--- src/rtl/i2c_addr_pkg.sv ---
// Purpose: shared constants for the i2c slave address control block
// Assumes: 32-bit axi4-lite register bus, byte-wide registers in the low bits, except the 16-bit match info
// Notes: byte address of every register is four times its index
package i2c_addr_pkg;

  localparam int unsigned AXI_ADDR_W = 8;

  // register indices and byte addresses
  localparam logic [7:0] IDX_PRIMARY = 8'h02;
  localparam logic [7:0] IDX_CTRL2 = 8'h05;
  localparam logic [7:0] IDX_FILTER = 8'h06;
  localparam logic [7:0] IDX_RANGE = 8'h07;
  localparam logic [7:0] IDX_IRQ_STATUS = 8'h08;
  localparam logic [7:0] IDX_IRQ_MASK = 8'h09;
  localparam logic [7:0] IDX_MATCH_INFO = 8'h0A;
  localparam logic [7:0] ADR_PRIMARY = IDX_PRIMARY << 2;
  localparam logic [7:0] ADR_CTRL2 = IDX_CTRL2 << 2;
  localparam logic [7:0] ADR_FILTER = IDX_FILTER << 2;
  localparam logic [7:0] ADR_RANGE = IDX_RANGE << 2;
  localparam logic [7:0] ADR_IRQ_STATUS = IDX_IRQ_STATUS << 2;
  localparam logic [7:0] ADR_IRQ_MASK = IDX_IRQ_MASK << 2;
  localparam logic [7:0] ADR_MATCH_INFO = IDX_MATCH_INFO << 2;

  // slave_address_control_two fields
  localparam int unsigned C2_GEN_CALL = 7;
  localparam int unsigned C2_TEN_BIT = 6;
  localparam int unsigned C2_RATE_IND = 4;
  localparam int unsigned C2_RANGE_EN = 3;
  localparam int unsigned C2_AD_LSB = 0;
  localparam logic [7:0] C2_WRITE_MASK = 8'hDF;

  // input_filter_and_bus_flags fields
  localparam int unsigned FL_HOLDOFF = 7;
  localparam int unsigned FL_STOP_SEEN = 6;
  localparam int unsigned FL_SS_IRQ_EN = 5;
  localparam int unsigned FL_START_SEEN = 4;
  localparam logic [7:0] FL_WRITE_MASK = 8'hAF;

  // interrupt status and mask layout
  localparam int unsigned IRQ_PEND = 0;

  // match info layout
  localparam int unsigned MI_GC = 12;
  localparam int unsigned MI_RANGE = 13;
  localparam int unsigned MI_TEN = 14;

  localparam logic [7:0] RESET_BYTE = 8'h00;
  localparam logic [4:0] TEN_BIT_HEADER = 5'h1E;
  localparam logic [6:0] GENERAL_CALL = 7'h00;
  localparam logic [1:0] RESP_OKAY = 2'h0;
  localparam logic [1:0] RESP_SLVERR = 2'h2;

  typedef enum logic [4:0]
  {
    ST_IDLE = 5'h01,
    ST_RECV = 5'h02,
    ST_ACK = 5'h04,
    ST_BUSY = 5'h08,
    ST_IGNORE = 5'h10
  } link_state_e;

endpackage

--- src/rtl/match_if.sv ---
// Purpose: carries address settings to the matcher and its verdicts back
// Assumes: purely combinational traffic on one clock
// Notes: none
`timescale 1ns/10ps
interface match_if;
  logic gc_enable;
  logic ten_bit_mode;
  logic range_enable;
  logic [2:0] ad_upper;
  logic [6:0] primary;
  logic [6:0] range_limit;
  logic [7:0] rx_byte;
  logic hit_primary;
  logic hit_range;
  logic hit_gc;
  logic hit_hdr10;
  logic hit_low10;

  modport req
  (
    output gc_enable, ten_bit_mode, range_enable, ad_upper, primary, range_limit, rx_byte,
    input hit_primary, hit_range, hit_gc, hit_hdr10, hit_low10
  );
  modport mat
  (
    input gc_enable, ten_bit_mode, range_enable, ad_upper, primary, range_limit, rx_byte,
    output hit_primary, hit_range, hit_gc, hit_hdr10, hit_low10
  );
endinterface

--- src/rtl/addr_matcher.sv ---
// Purpose: compares a received address byte against the programmed slave addresses
// Assumes: settings are stable while a byte is judged
// Notes: combinational only
`timescale 1ns/10ps
module addr_matcher
(
  match_if.mat m
);

  logic [9:0] target10;
  logic [6:0] rx7;

  assign rx7 = m.rx_byte[7:1];
  // ten-bit address is the upper field above the low primary bits
  assign target10 = {m.ad_upper, m.primary};
  assign m.hit_primary = !m.ten_bit_mode && (rx7 == m.primary);
  // range is exclusive of the primary and inclusive of the limit
  assign m.hit_range = !m.ten_bit_mode && m.range_enable && (rx7 > m.primary)
    && (rx7 <= m.range_limit);
  assign m.hit_gc = m.gc_enable && (rx7 == i2c_addr_pkg::GENERAL_CALL);
  assign m.hit_hdr10 = m.ten_bit_mode && (m.rx_byte[7:3] == i2c_addr_pkg::TEN_BIT_HEADER)
    && (m.rx_byte[2:1] == target10[9:8]);
  assign m.hit_low10 = m.ten_bit_mode && (m.rx_byte == target10[7:0]);

endmodule

--- src/rtl/i2c_slave_address_control.sv ---
// Purpose: i2c slave address recognition with axi4-lite configuration registers
// Assumes: scl and sda arrive asynchronously and are sampled on aclk
// Notes: data bytes after the address are not handled; the slave at most stretches scl until software clears the pending flag
//
// Design decision made here: the AXI4-Lite interface to the registers.
`timescale 1ns/10ps
module i2c_slave_address_control
(
  input wire logic aclk,
  input wire logic aresetn,
  input wire logic clk_en,
  input wire logic [7:0] s_axi_awaddr,
  input wire logic s_axi_awvalid,
  output logic s_axi_awready,
  input wire logic [31:0] s_axi_wdata,
  input wire logic [3:0] s_axi_wstrb,
  input wire logic s_axi_wvalid,
  output logic s_axi_wready,
  output logic [1:0] s_axi_bresp,
  output logic s_axi_bvalid,
  input wire logic s_axi_bready,
  input wire logic [7:0] s_axi_araddr,
  input wire logic s_axi_arvalid,
  output logic s_axi_arready,
  output logic [31:0] s_axi_rdata,
  output logic [1:0] s_axi_rresp,
  output logic s_axi_rvalid,
  input wire logic s_axi_rready,
  input wire logic scl_i,
  output logic scl_o,
  output logic scl_oe,
  input wire logic sda_i,
  output logic sda_o,
  output logic sda_oe,
  output logic irq
);

  i2c_addr_pkg::link_state_e state_ff;
  logic [2:0] scl_sync_ff;
  logic [2:0] sda_sync_ff;
  logic scl_lvl_ff;
  logic sda_lvl_ff;
  logic nxt_scl;
  logic nxt_sda;
  logic scl_rise;
  logic scl_fall;
  logic start_evt;
  logic stop_evt;
  logic [7:0] primary_ff;
  logic [7:0] range_ff;
  logic [7:0] ctrl2_ff;
  logic [7:0] filter_ff;
  logic stop_seen_ff;
  logic start_seen_ff;
  logic pend_ff;
  logic mask_ff;
  logic irq_ff;
  logic [15:0] info_ff;
  logic [7:0] shift_ff;
  logic [3:0] bitcnt_ff;
  logic second_ff;
  logic go_second_ff;
  logic ten_armed_ff;
  logic [7:0] first_ff;
  logic sda_oe_ff;
  logic scl_oe_ff;
  logic match_evt;
  logic aw_held_ff;
  logic w_held_ff;
  logic [7:0] awaddr_ff;
  logic [7:0] wdata_ff;
  logic wstrb_ff;
  logic bvalid_ff;
  logic [1:0] bresp_ff;
  logic rvalid_ff;
  logic [31:0] rdata_ff;
  logic [1:0] rresp_ff;
  logic do_write;
  logic wr_primary;
  logic wr_ctrl2;
  logic wr_filter;
  logic wr_range;
  logic wr_status;
  logic wr_mask;
  logic wr_known;
  logic byte_done;
  logic accept_now;
  logic ten_read;
  logic [31:0] rd_mux;
  logic rd_known;

  match_if mif ();

  addr_matcher u_matcher
  (
    .m(mif.mat)
  );

  assign mif.gc_enable = ctrl2_ff[i2c_addr_pkg::C2_GEN_CALL];
  assign mif.ten_bit_mode = ctrl2_ff[i2c_addr_pkg::C2_TEN_BIT];
  assign mif.range_enable = ctrl2_ff[i2c_addr_pkg::C2_RANGE_EN];
  assign mif.ad_upper = ctrl2_ff[i2c_addr_pkg::C2_AD_LSB +: 3];
  assign mif.primary = primary_ff[7:1];
  assign mif.range_limit = range_ff[7:1];
  assign mif.rx_byte = shift_ff;

  // pin synchronisers: a level counts once the second and third stages agree
  always_ff @(posedge aclk)
  begin
    if (!aresetn)
    begin
      scl_sync_ff <= 3'h7;
      sda_sync_ff <= 3'h7;
      scl_lvl_ff <= 1'b1;
      sda_lvl_ff <= 1'b1;
    end
    else if (clk_en)
    begin
      scl_sync_ff <= {scl_sync_ff[1:0], scl_i};
      sda_sync_ff <= {sda_sync_ff[1:0], sda_i};
      scl_lvl_ff <= nxt_scl;
      sda_lvl_ff <= nxt_sda;
    end
  end

  assign nxt_scl = (scl_sync_ff[1] == scl_sync_ff[2]) ? scl_sync_ff[2] : scl_lvl_ff;
  assign nxt_sda = (sda_sync_ff[1] == sda_sync_ff[2]) ? sda_sync_ff[2] : sda_lvl_ff;
  assign scl_rise = clk_en && !scl_lvl_ff && nxt_scl;
  assign scl_fall = clk_en && scl_lvl_ff && !nxt_scl;
  // sda moving while scl stays high marks start or stop
  assign start_evt = clk_en && scl_lvl_ff && nxt_scl && sda_lvl_ff && !nxt_sda;
  assign stop_evt = clk_en && scl_lvl_ff && nxt_scl && !sda_lvl_ff && nxt_sda;

  assign byte_done = scl_fall && (bitcnt_ff == 4'h8);
  assign ten_read = mif.hit_hdr10 && shift_ff[0] && ten_armed_ff;
  always_comb
  begin
    accept_now = 1'b0;
    if (second_ff)
    begin
      accept_now = mif.hit_low10;
    end
    else if (mif.ten_bit_mode)
    begin
      accept_now = (mif.hit_hdr10 && !shift_ff[0]) || ten_read || mif.hit_gc;
    end
    else
    begin
      accept_now = mif.hit_primary || mif.hit_range || mif.hit_gc;
    end
  end
  // a ten-bit write header alone is no match yet; the low byte decides
  assign match_evt = byte_done && (state_ff == i2c_addr_pkg::ST_RECV) && accept_now
    && !(!second_ff && mif.ten_bit_mode && mif.hit_hdr10 && !shift_ff[0]);

  // address phase state machine
  always_ff @(posedge aclk)
  begin
    if (!aresetn)
    begin
      state_ff <= i2c_addr_pkg::ST_IDLE;
      shift_ff <= 8'h00;
      bitcnt_ff <= 4'h0;
      second_ff <= 1'b0;
      go_second_ff <= 1'b0;
      ten_armed_ff <= 1'b0;
      first_ff <= 8'h00;
      sda_oe_ff <= 1'b0;
    end
    else if (clk_en)
    begin
      if (stop_evt)
      begin
        state_ff <= i2c_addr_pkg::ST_IDLE;
        ten_armed_ff <= 1'b0;
        sda_oe_ff <= 1'b0;
      end
      else if (start_evt)
      begin
        state_ff <= i2c_addr_pkg::ST_RECV;
        bitcnt_ff <= 4'h0;
        second_ff <= 1'b0;
        sda_oe_ff <= 1'b0;
      end
      else
      begin
        case (state_ff)
          i2c_addr_pkg::ST_RECV:
          begin
            if (scl_rise)
            begin
              // sda taken at the same sync stage as scl: a late ack release still meets the edge
              shift_ff <= {shift_ff[6:0], nxt_sda};
              bitcnt_ff <= bitcnt_ff + 4'h1;
            end
            else if (byte_done)
            begin
              if (!second_ff)
              begin
                first_ff <= shift_ff;
              end
              if (accept_now)
              begin
                state_ff <= i2c_addr_pkg::ST_ACK;
                sda_oe_ff <= 1'b1;
                go_second_ff <= !second_ff && mif.ten_bit_mode && mif.hit_hdr10 && !shift_ff[0];
                if (second_ff)
                begin
                  ten_armed_ff <= 1'b1;
                end
              end
              else
              begin
                state_ff <= i2c_addr_pkg::ST_IGNORE;
              end
            end
          end
          i2c_addr_pkg::ST_ACK:
          begin
            if (scl_fall)
            begin
              sda_oe_ff <= 1'b0;
              bitcnt_ff <= 4'h0;
              if (go_second_ff)
              begin
                state_ff <= i2c_addr_pkg::ST_RECV;
                second_ff <= 1'b1;
              end
              else
              begin
                state_ff <= i2c_addr_pkg::ST_BUSY;
              end
            end
          end
          i2c_addr_pkg::ST_IDLE, i2c_addr_pkg::ST_BUSY, i2c_addr_pkg::ST_IGNORE:
          begin
            state_ff <= state_ff;
          end
          default:
          begin
            state_ff <= i2c_addr_pkg::ST_IDLE;
          end
        endcase
      end
    end
  end

  // hold scl low while the matched slave waits on software, unless running independent
  always_ff @(posedge aclk)
  begin
    if (!aresetn)
    begin
      scl_oe_ff <= 1'b0;
    end
    else if (clk_en)
    begin
      scl_oe_ff <= (state_ff == i2c_addr_pkg::ST_BUSY) && pend_ff
        && !ctrl2_ff[i2c_addr_pkg::C2_RATE_IND] && !scl_lvl_ff;
    end
  end

  assign scl_o = 1'b0;
  assign sda_o = 1'b0;
  assign scl_oe = scl_oe_ff;
  assign sda_oe = sda_oe_ff;

  // axi write side: address and data are caught in either order
  assign s_axi_awready = !aw_held_ff && !bvalid_ff;
  assign s_axi_wready = !w_held_ff && !bvalid_ff;
  assign do_write = clk_en && aw_held_ff && w_held_ff && !bvalid_ff;
  assign wr_primary = do_write && wstrb_ff && (awaddr_ff == i2c_addr_pkg::ADR_PRIMARY);
  assign wr_ctrl2 = do_write && wstrb_ff && (awaddr_ff == i2c_addr_pkg::ADR_CTRL2);
  assign wr_filter = do_write && wstrb_ff && (awaddr_ff == i2c_addr_pkg::ADR_FILTER);
  assign wr_range = do_write && wstrb_ff && (awaddr_ff == i2c_addr_pkg::ADR_RANGE);
  assign wr_status = do_write && wstrb_ff && (awaddr_ff == i2c_addr_pkg::ADR_IRQ_STATUS);
  assign wr_mask = do_write && wstrb_ff && (awaddr_ff == i2c_addr_pkg::ADR_IRQ_MASK);
  assign wr_known = (awaddr_ff == i2c_addr_pkg::ADR_PRIMARY) || (awaddr_ff == i2c_addr_pkg::ADR_CTRL2)
    || (awaddr_ff == i2c_addr_pkg::ADR_FILTER) || (awaddr_ff == i2c_addr_pkg::ADR_RANGE)
    || (awaddr_ff == i2c_addr_pkg::ADR_IRQ_STATUS) || (awaddr_ff == i2c_addr_pkg::ADR_IRQ_MASK)
    || (awaddr_ff == i2c_addr_pkg::ADR_MATCH_INFO);

  always_ff @(posedge aclk)
  begin
    if (!aresetn)
    begin
      aw_held_ff <= 1'b0;
      w_held_ff <= 1'b0;
      awaddr_ff <= 8'h00;
      wdata_ff <= 8'h00;
      wstrb_ff <= 1'b0;
      bvalid_ff <= 1'b0;
      bresp_ff <= i2c_addr_pkg::RESP_OKAY;
    end
    else if (clk_en)
    begin
      if (s_axi_awvalid && s_axi_awready)
      begin
        aw_held_ff <= 1'b1;
        awaddr_ff <= {s_axi_awaddr[7:2], 2'h0};
      end
      if (s_axi_wvalid && s_axi_wready)
      begin
        w_held_ff <= 1'b1;
        wdata_ff <= s_axi_wdata[7:0];
        wstrb_ff <= s_axi_wstrb[0];
      end
      if (do_write)
      begin
        aw_held_ff <= 1'b0;
        w_held_ff <= 1'b0;
        bvalid_ff <= 1'b1;
        bresp_ff <= wr_known ? i2c_addr_pkg::RESP_OKAY : i2c_addr_pkg::RESP_SLVERR;
      end
      else if (bvalid_ff && s_axi_bready)
      begin
        bvalid_ff <= 1'b0;
      end
    end
  end

  assign s_axi_bvalid = bvalid_ff;
  assign s_axi_bresp = bresp_ff;

  // configuration registers
  always_ff @(posedge aclk)
  begin
    if (!aresetn)
    begin
      primary_ff <= i2c_addr_pkg::RESET_BYTE;
      range_ff <= i2c_addr_pkg::RESET_BYTE;
      ctrl2_ff <= i2c_addr_pkg::RESET_BYTE;
      filter_ff <= i2c_addr_pkg::RESET_BYTE;
      mask_ff <= 1'b0;
    end
    else if (clk_en)
    begin
      if (wr_primary)
      begin
        primary_ff <= {wdata_ff[7:1], 1'b0};
      end
      if (wr_range)
      begin
        range_ff <= {wdata_ff[7:1], 1'b0};
      end
      if (wr_ctrl2)
      begin
        ctrl2_ff <= wdata_ff & i2c_addr_pkg::C2_WRITE_MASK;
      end
      if (wr_filter)
      begin
        filter_ff <= wdata_ff & i2c_addr_pkg::FL_WRITE_MASK;
      end
      if (wr_mask)
      begin
        mask_ff <= wdata_ff[i2c_addr_pkg::IRQ_PEND];
      end
    end
  end

  // sticky flags: a hardware set in the clearing cycle wins
  always_ff @(posedge aclk)
  begin
    if (!aresetn)
    begin
      stop_seen_ff <= 1'b0;
      start_seen_ff <= 1'b0;
    end
    else if (clk_en)
    begin
      stop_seen_ff <= stop_evt || (stop_seen_ff && !(wr_filter && wdata_ff[i2c_addr_pkg::FL_STOP_SEEN]));
      start_seen_ff <= start_evt || (start_seen_ff && !(wr_filter && wdata_ff[i2c_addr_pkg::FL_START_SEEN]));
    end
  end

  // pending flag re-sets while an enabled stop or start flag is still up
  always_ff @(posedge aclk)
  begin
    if (!aresetn)
    begin
      pend_ff <= 1'b0;
      irq_ff <= 1'b0;
    end
    else if (clk_en)
    begin
      pend_ff <= match_evt
        || (filter_ff[i2c_addr_pkg::FL_SS_IRQ_EN] && (stop_seen_ff || start_seen_ff))
        || (pend_ff && !(wr_status && wdata_ff[i2c_addr_pkg::IRQ_PEND]));
      irq_ff <= pend_ff && mask_ff;
    end
  end

  assign irq = irq_ff;

  // last matched address for software
  always_ff @(posedge aclk)
  begin
    if (!aresetn)
    begin
      info_ff <= 16'h0000;
    end
    else if (clk_en && match_evt)
    begin
      info_ff <= 16'h0000;
      info_ff[i2c_addr_pkg::MI_GC] <= mif.hit_gc;
      info_ff[i2c_addr_pkg::MI_RANGE] <= mif.hit_range && !mif.hit_primary;
      info_ff[i2c_addr_pkg::MI_TEN] <= mif.ten_bit_mode && !mif.hit_gc;
      if (second_ff)
      begin
        info_ff[9:0] <= {first_ff[2:1], shift_ff};
      end
      else if (ten_read)
      begin
        info_ff[9:0] <= {shift_ff[2:1], info_ff[7:0]};
      end
      else
      begin
        info_ff[9:0] <= {3'h0, shift_ff[7:1]};
      end
    end
  end

  // axi read side
  always_comb
  begin
    rd_mux = 32'h0000_0000;
    rd_known = 1'b1;
    case ({s_axi_araddr[7:2], 2'h0})
      i2c_addr_pkg::ADR_PRIMARY: rd_mux[7:0] = primary_ff;
      i2c_addr_pkg::ADR_CTRL2: rd_mux[7:0] = ctrl2_ff & i2c_addr_pkg::C2_WRITE_MASK;
      i2c_addr_pkg::ADR_FILTER:
      begin
        rd_mux[7:0] = filter_ff;
        rd_mux[i2c_addr_pkg::FL_STOP_SEEN] = stop_seen_ff;
        rd_mux[i2c_addr_pkg::FL_START_SEEN] = start_seen_ff;
      end
      i2c_addr_pkg::ADR_RANGE: rd_mux[7:0] = range_ff;
      i2c_addr_pkg::ADR_IRQ_STATUS: rd_mux[i2c_addr_pkg::IRQ_PEND] = pend_ff;
      i2c_addr_pkg::ADR_IRQ_MASK: rd_mux[i2c_addr_pkg::IRQ_PEND] = mask_ff;
      i2c_addr_pkg::ADR_MATCH_INFO: rd_mux[15:0] = info_ff;
      default: rd_known = 1'b0;
    endcase
  end

  assign s_axi_arready = !rvalid_ff;

  always_ff @(posedge aclk)
  begin
    if (!aresetn)
    begin
      rvalid_ff <= 1'b0;
      rdata_ff <= 32'h0000_0000;
      rresp_ff <= i2c_addr_pkg::RESP_OKAY;
    end
    else if (clk_en)
    begin
      if (s_axi_arvalid && !rvalid_ff)
      begin
        rvalid_ff <= 1'b1;
        rdata_ff <= rd_mux;
        rresp_ff <= rd_known ? i2c_addr_pkg::RESP_OKAY : i2c_addr_pkg::RESP_SLVERR;
      end
      else if (rvalid_ff && s_axi_rready)
      begin
        rvalid_ff <= 1'b0;
      end
    end
  end

  assign s_axi_rvalid = rvalid_ff;
  assign s_axi_rdata = rdata_ff;
  assign s_axi_rresp = rresp_ff;

endmodule

--- config.mk ---
export PLATFORM = sky130hd
export DESIGN_NAME = i2c_slave_address_control
export DESIGN_NICKNAME = d
export VERILOG_FILES = /design/src/rtl/i2c_addr_pkg.sv /design/src/rtl/match_if.sv /design/src/rtl/addr_matcher.sv /design/src/rtl/i2c_slave_address_control.sv
export SDC_FILE = /design/constraint.sdc
export NUM_CORES = 1
export LEC_CHECK = 0
export BUFFER_PORTS_ARGS = -buffer_cell sky130_fd_sc_hd__buf_2
export CORE_ASPECT_RATIO = 1.75
export CORE_UTILIZATION = 57
export CTS_BUF_LIST = sky130_fd_sc_hd__clkbuf_2
export DETAILED_ROUTE_END_ITERATION = 16
export PLACE_DENSITY_LB_ADDON = 0.1
export SETUP_SLACK_MARGIN = 0.1
export SYNTH_ARGS = -nofsm -noshare
export SYNTH_HDL_FRONTEND = slang
export SYNTH_SLANG_ARGS = --single-unit
--- constraint.sdc ---
create_clock -name aclk -period 2.77 [get_ports aclk]
set_clock_uncertainty 0.2 [all_clocks]
set_input_delay 0.554 -clock aclk [delete_from_list [all_inputs] [get_ports aclk]]
set_output_delay 0.554 -clock aclk [all_outputs]
set_load 0.005 [all_outputs]
==> flow_metrics.py <==
metrics = {
    "clock_tree": {
        "htreeDepth": 3,
        "cts_buffers": 9,
        "clock-sinks": 111,
        "cts_root_buffer": "clkbuf_2",
        "clk_pin_slew_ns": 0.28,
        "cts_buffer_depth": 2,
        "clk_latency_ns": 0.63,
        "tritoncts": "yes",
    },
    "placed_design": {
        "numPortBuffers": 53,
        "routabilityCongestion": 0.956,
        "dpl_worst_slack_ns": 0.0183,
        "post-dp-hpwl_um": 10200,
    },
    "route": {
        "viasPerCell": 5.64,
        "drt_pass1_iterations": 5,
        "postRouteAntennaNets": 0,
        "routed_wl_um": 14000,
        "wire_per_inst_um": 16.0,
        "num_vias": 4922,
        "drt_iter0_drc": 297,
        "drc_errors": 0,
    },
    "yosys": {
        "syn_area_per_cell_sq_um": 8.58,
        "synth-edff-count": 0,
        "yosysTopAreaCellShare": 0.399,
        "syn_area_sq_um": 5570,
        "synth_top_area_cell": "dfxtp_1",
        "ys_types": 66,
        "synth_seq_cells": 111,
        "async_flop_share": 0,
        "ys_seq_area_frac": 0.399,
        "syn_inst": 649,
        "synth.area.top_cells": "dfxtp_1, mux2i_1, nand2_1",
        "yosys_warnings": 0,
        "synth_ff_type": "dfxtp_1",
    },
    "layout": {
        "fin_nets": 823,
        "area_delta_synth_final_pct": 16.1,
        "num_antenna_cells": 0,
        "drive_gt1_frac": 0.193,
        "fillers": 848,
        "final_common_cell": "dfxtp_1",
        "mostFrequentLayoutCells": "dfxtp_1, nand2_1, nor2_1",
    },
    "timing": {
        "min_period_ns": 2.62,
        "setup_violations": 0,
        "finalHoldViolCount": 0,
        "max_slew.worst_pin.slew_ns": 0.621,
        "period_share": 0.945,
        "max_freq_ghz": 0.382,
        "tns_ns": 0,
        "rsz0062_at_grt": "false",
        "final_max_slew_viol_count": 0,
        "slew-limit-headroom": 0.585,
        "fin_ws_ns": 0.152,
    },
    "critical_path": {
        "worstPathArrival_ns": 2.96,
        "required_ns": 3.12,
        "path_max_fanout": 7,
        "start_kind": "register",
        "worstSetupPathType": "reg2reg",
        "setup.worst_path.end_class": "register",
    },
    "global_routing": {
        "grt_antenna_before_repair": 0,
        "grt_pass1_vias": 4643,
        "grt_pass1_wl_um": 22400,
        "grt_max_degree": 87,
        "gr-total-overflow": 0,
        "grt_use_total": 0.279,
    },
    "pwr": {
        "ir_worst_vdd_v": 0.000333,
        "leakage_nw": 2.73,
        "p_per_area_nw_per_um2": 395,
    },
    "floorplanning": {
        "row_count": 47,
        "dieArea_sq_um": 10200,
        "die_x_um": 76.7,
        "core_sq_um": 9470,
        "die_h_um": 133,
        "initial_core_util": 0.588,
        "pin_count": 108,
    },
    "outcome": {
        "status": "completed",
    },
    "min_path": {
        "hp-class": "in2reg",
    },
    "flow_run": {
        "drv_cap": 0,
    },
}
[metal layers]
metal | global-route usage | vias to the layer above | wire length, um
met5 | 0 | - | 0
met4 | 0.183 | 0 | 764
met3 | 0.0372 | 46 | 429
met2 | 0.500 | 127 | 7330
met1 | 0.300 | 2324 | 5450
li1 | - | 2425 | -
[stage by stage]
step,total power [mW],std cells,hold slack (ns),util,instance area [sq um]
6_report,2.55,872,0.0476,0.682,6460
5_1_grt,2.65,872,0.0445,0.682,6460
4_1_cts,2.57,865,0.00133,0.673,6370
3_5_place_dp,1.86,826,0.247,0.637,6030
3_3_place_gp,1.85,826,0.240,0.637,6030
2_1_floorplan,1.81,671,0.234,-,5650
[synth_stat cells, types with 9 or more instances]
| cell type | n |
|---|---|
| clkbuf_1 | 24 |
| nor3_1 | 11 |
| dfxtp_1 | 111 |
| mux2_2 | 13 |
| nand2_1 | 85 |
| buf_4 | 23 |
| mux2i_1 | 54 |
| a21oi_1 | 54 |
| or3_1 | 9 |
| ha_1 | 16 |
| inv_1 | 19 |
| nor2_1 | 71 |
| nand3_1 | 21 |
| o21ai_0 | 23 |
[cell families after synthesis]
family | synth area share
and+or+nand+nor | 0.213
muxes | 0.123
buffers and inverters | 0.0672
other | 0.000674
adders and majority gates | 0.0360
AOI/OAI and AO/OA | 0.143
xor gates and xnor gates | 0.0173
DFF | 0.399
[final timing paths]
kind / startpoint / to / slack (ns) / depth (start not counted)
worst max register to register: mif.rx_byte[7] / info_ff[4] / 0.15 / 9
worst min-delay path: s_axi_araddr[7] / s_axi_rresp[1] / 0.05 / 3
worst min register to register: s_axi_rdata[12] / s_axi_rdata[12] / 0.27 / 2
worst max-delay path: mif.rx_byte[7] / info_ff[4] / 0.15 / 9
[power breakdown]
| group | internal, mW | switching (mW) |
|---|---|---|
| Combinational | 0.0882 | 0.113 |
| Sequential | 1.63 | 0.0257 |
| Clock | 0.135 | 0.559 |
| Total | 1.85 | 0.698 |
[worst max-delay path: stages (launching register included)]
cell and delay (ns):
dfxtp_2 0.40, buf_6 0.13, xor2_1 0.16, nor4_1 0.23
nand3_1 0.16, o41ai_4 0.43, o2111ai_4 0.20, buf_6 0.18
or3_1 0.32, o211a_1 0.14
[layout make-up]
class	count	area, sq um	share of cell area
Clock buffer	10	50.0	0.00775
Inverter	19	71.3	0.0110
Multi-Input combinational cell	488	3080	0.476
Sequential cell	111	2230	0.345
Timing Repair Buffer	116	827	0.128
Tap cell	122	153	0.0236
Clock inverter	6	52.6	0.00813
[flip-flops by register name (all words and copies together) (netlist names), 2 cells and up]
register	flops
bitcnt_ff	4
first_ff	2
filter_ff	6
range_ff	7
state_ff	5
sda_sync_ff	3
s_axi_rdata	13
info_ff	13
wdata_ff	8
primary_ff	7
scl_sync_ff	3
mif.rx_byte	8
ctrl2_ff	7
awaddr_ff	6
[what timing repair did]
action / CTS / global route
hold buffers: 23 / 0
gates resized for setup: 1 / 17
endpoints found under the setup margin: 8 / 14
pin swaps: 0 / 8
setup buffers: 0 / 7
endpoints found under the hold margin: 23 / 0
Note: power is estimated with default switching activity, not from simulation.
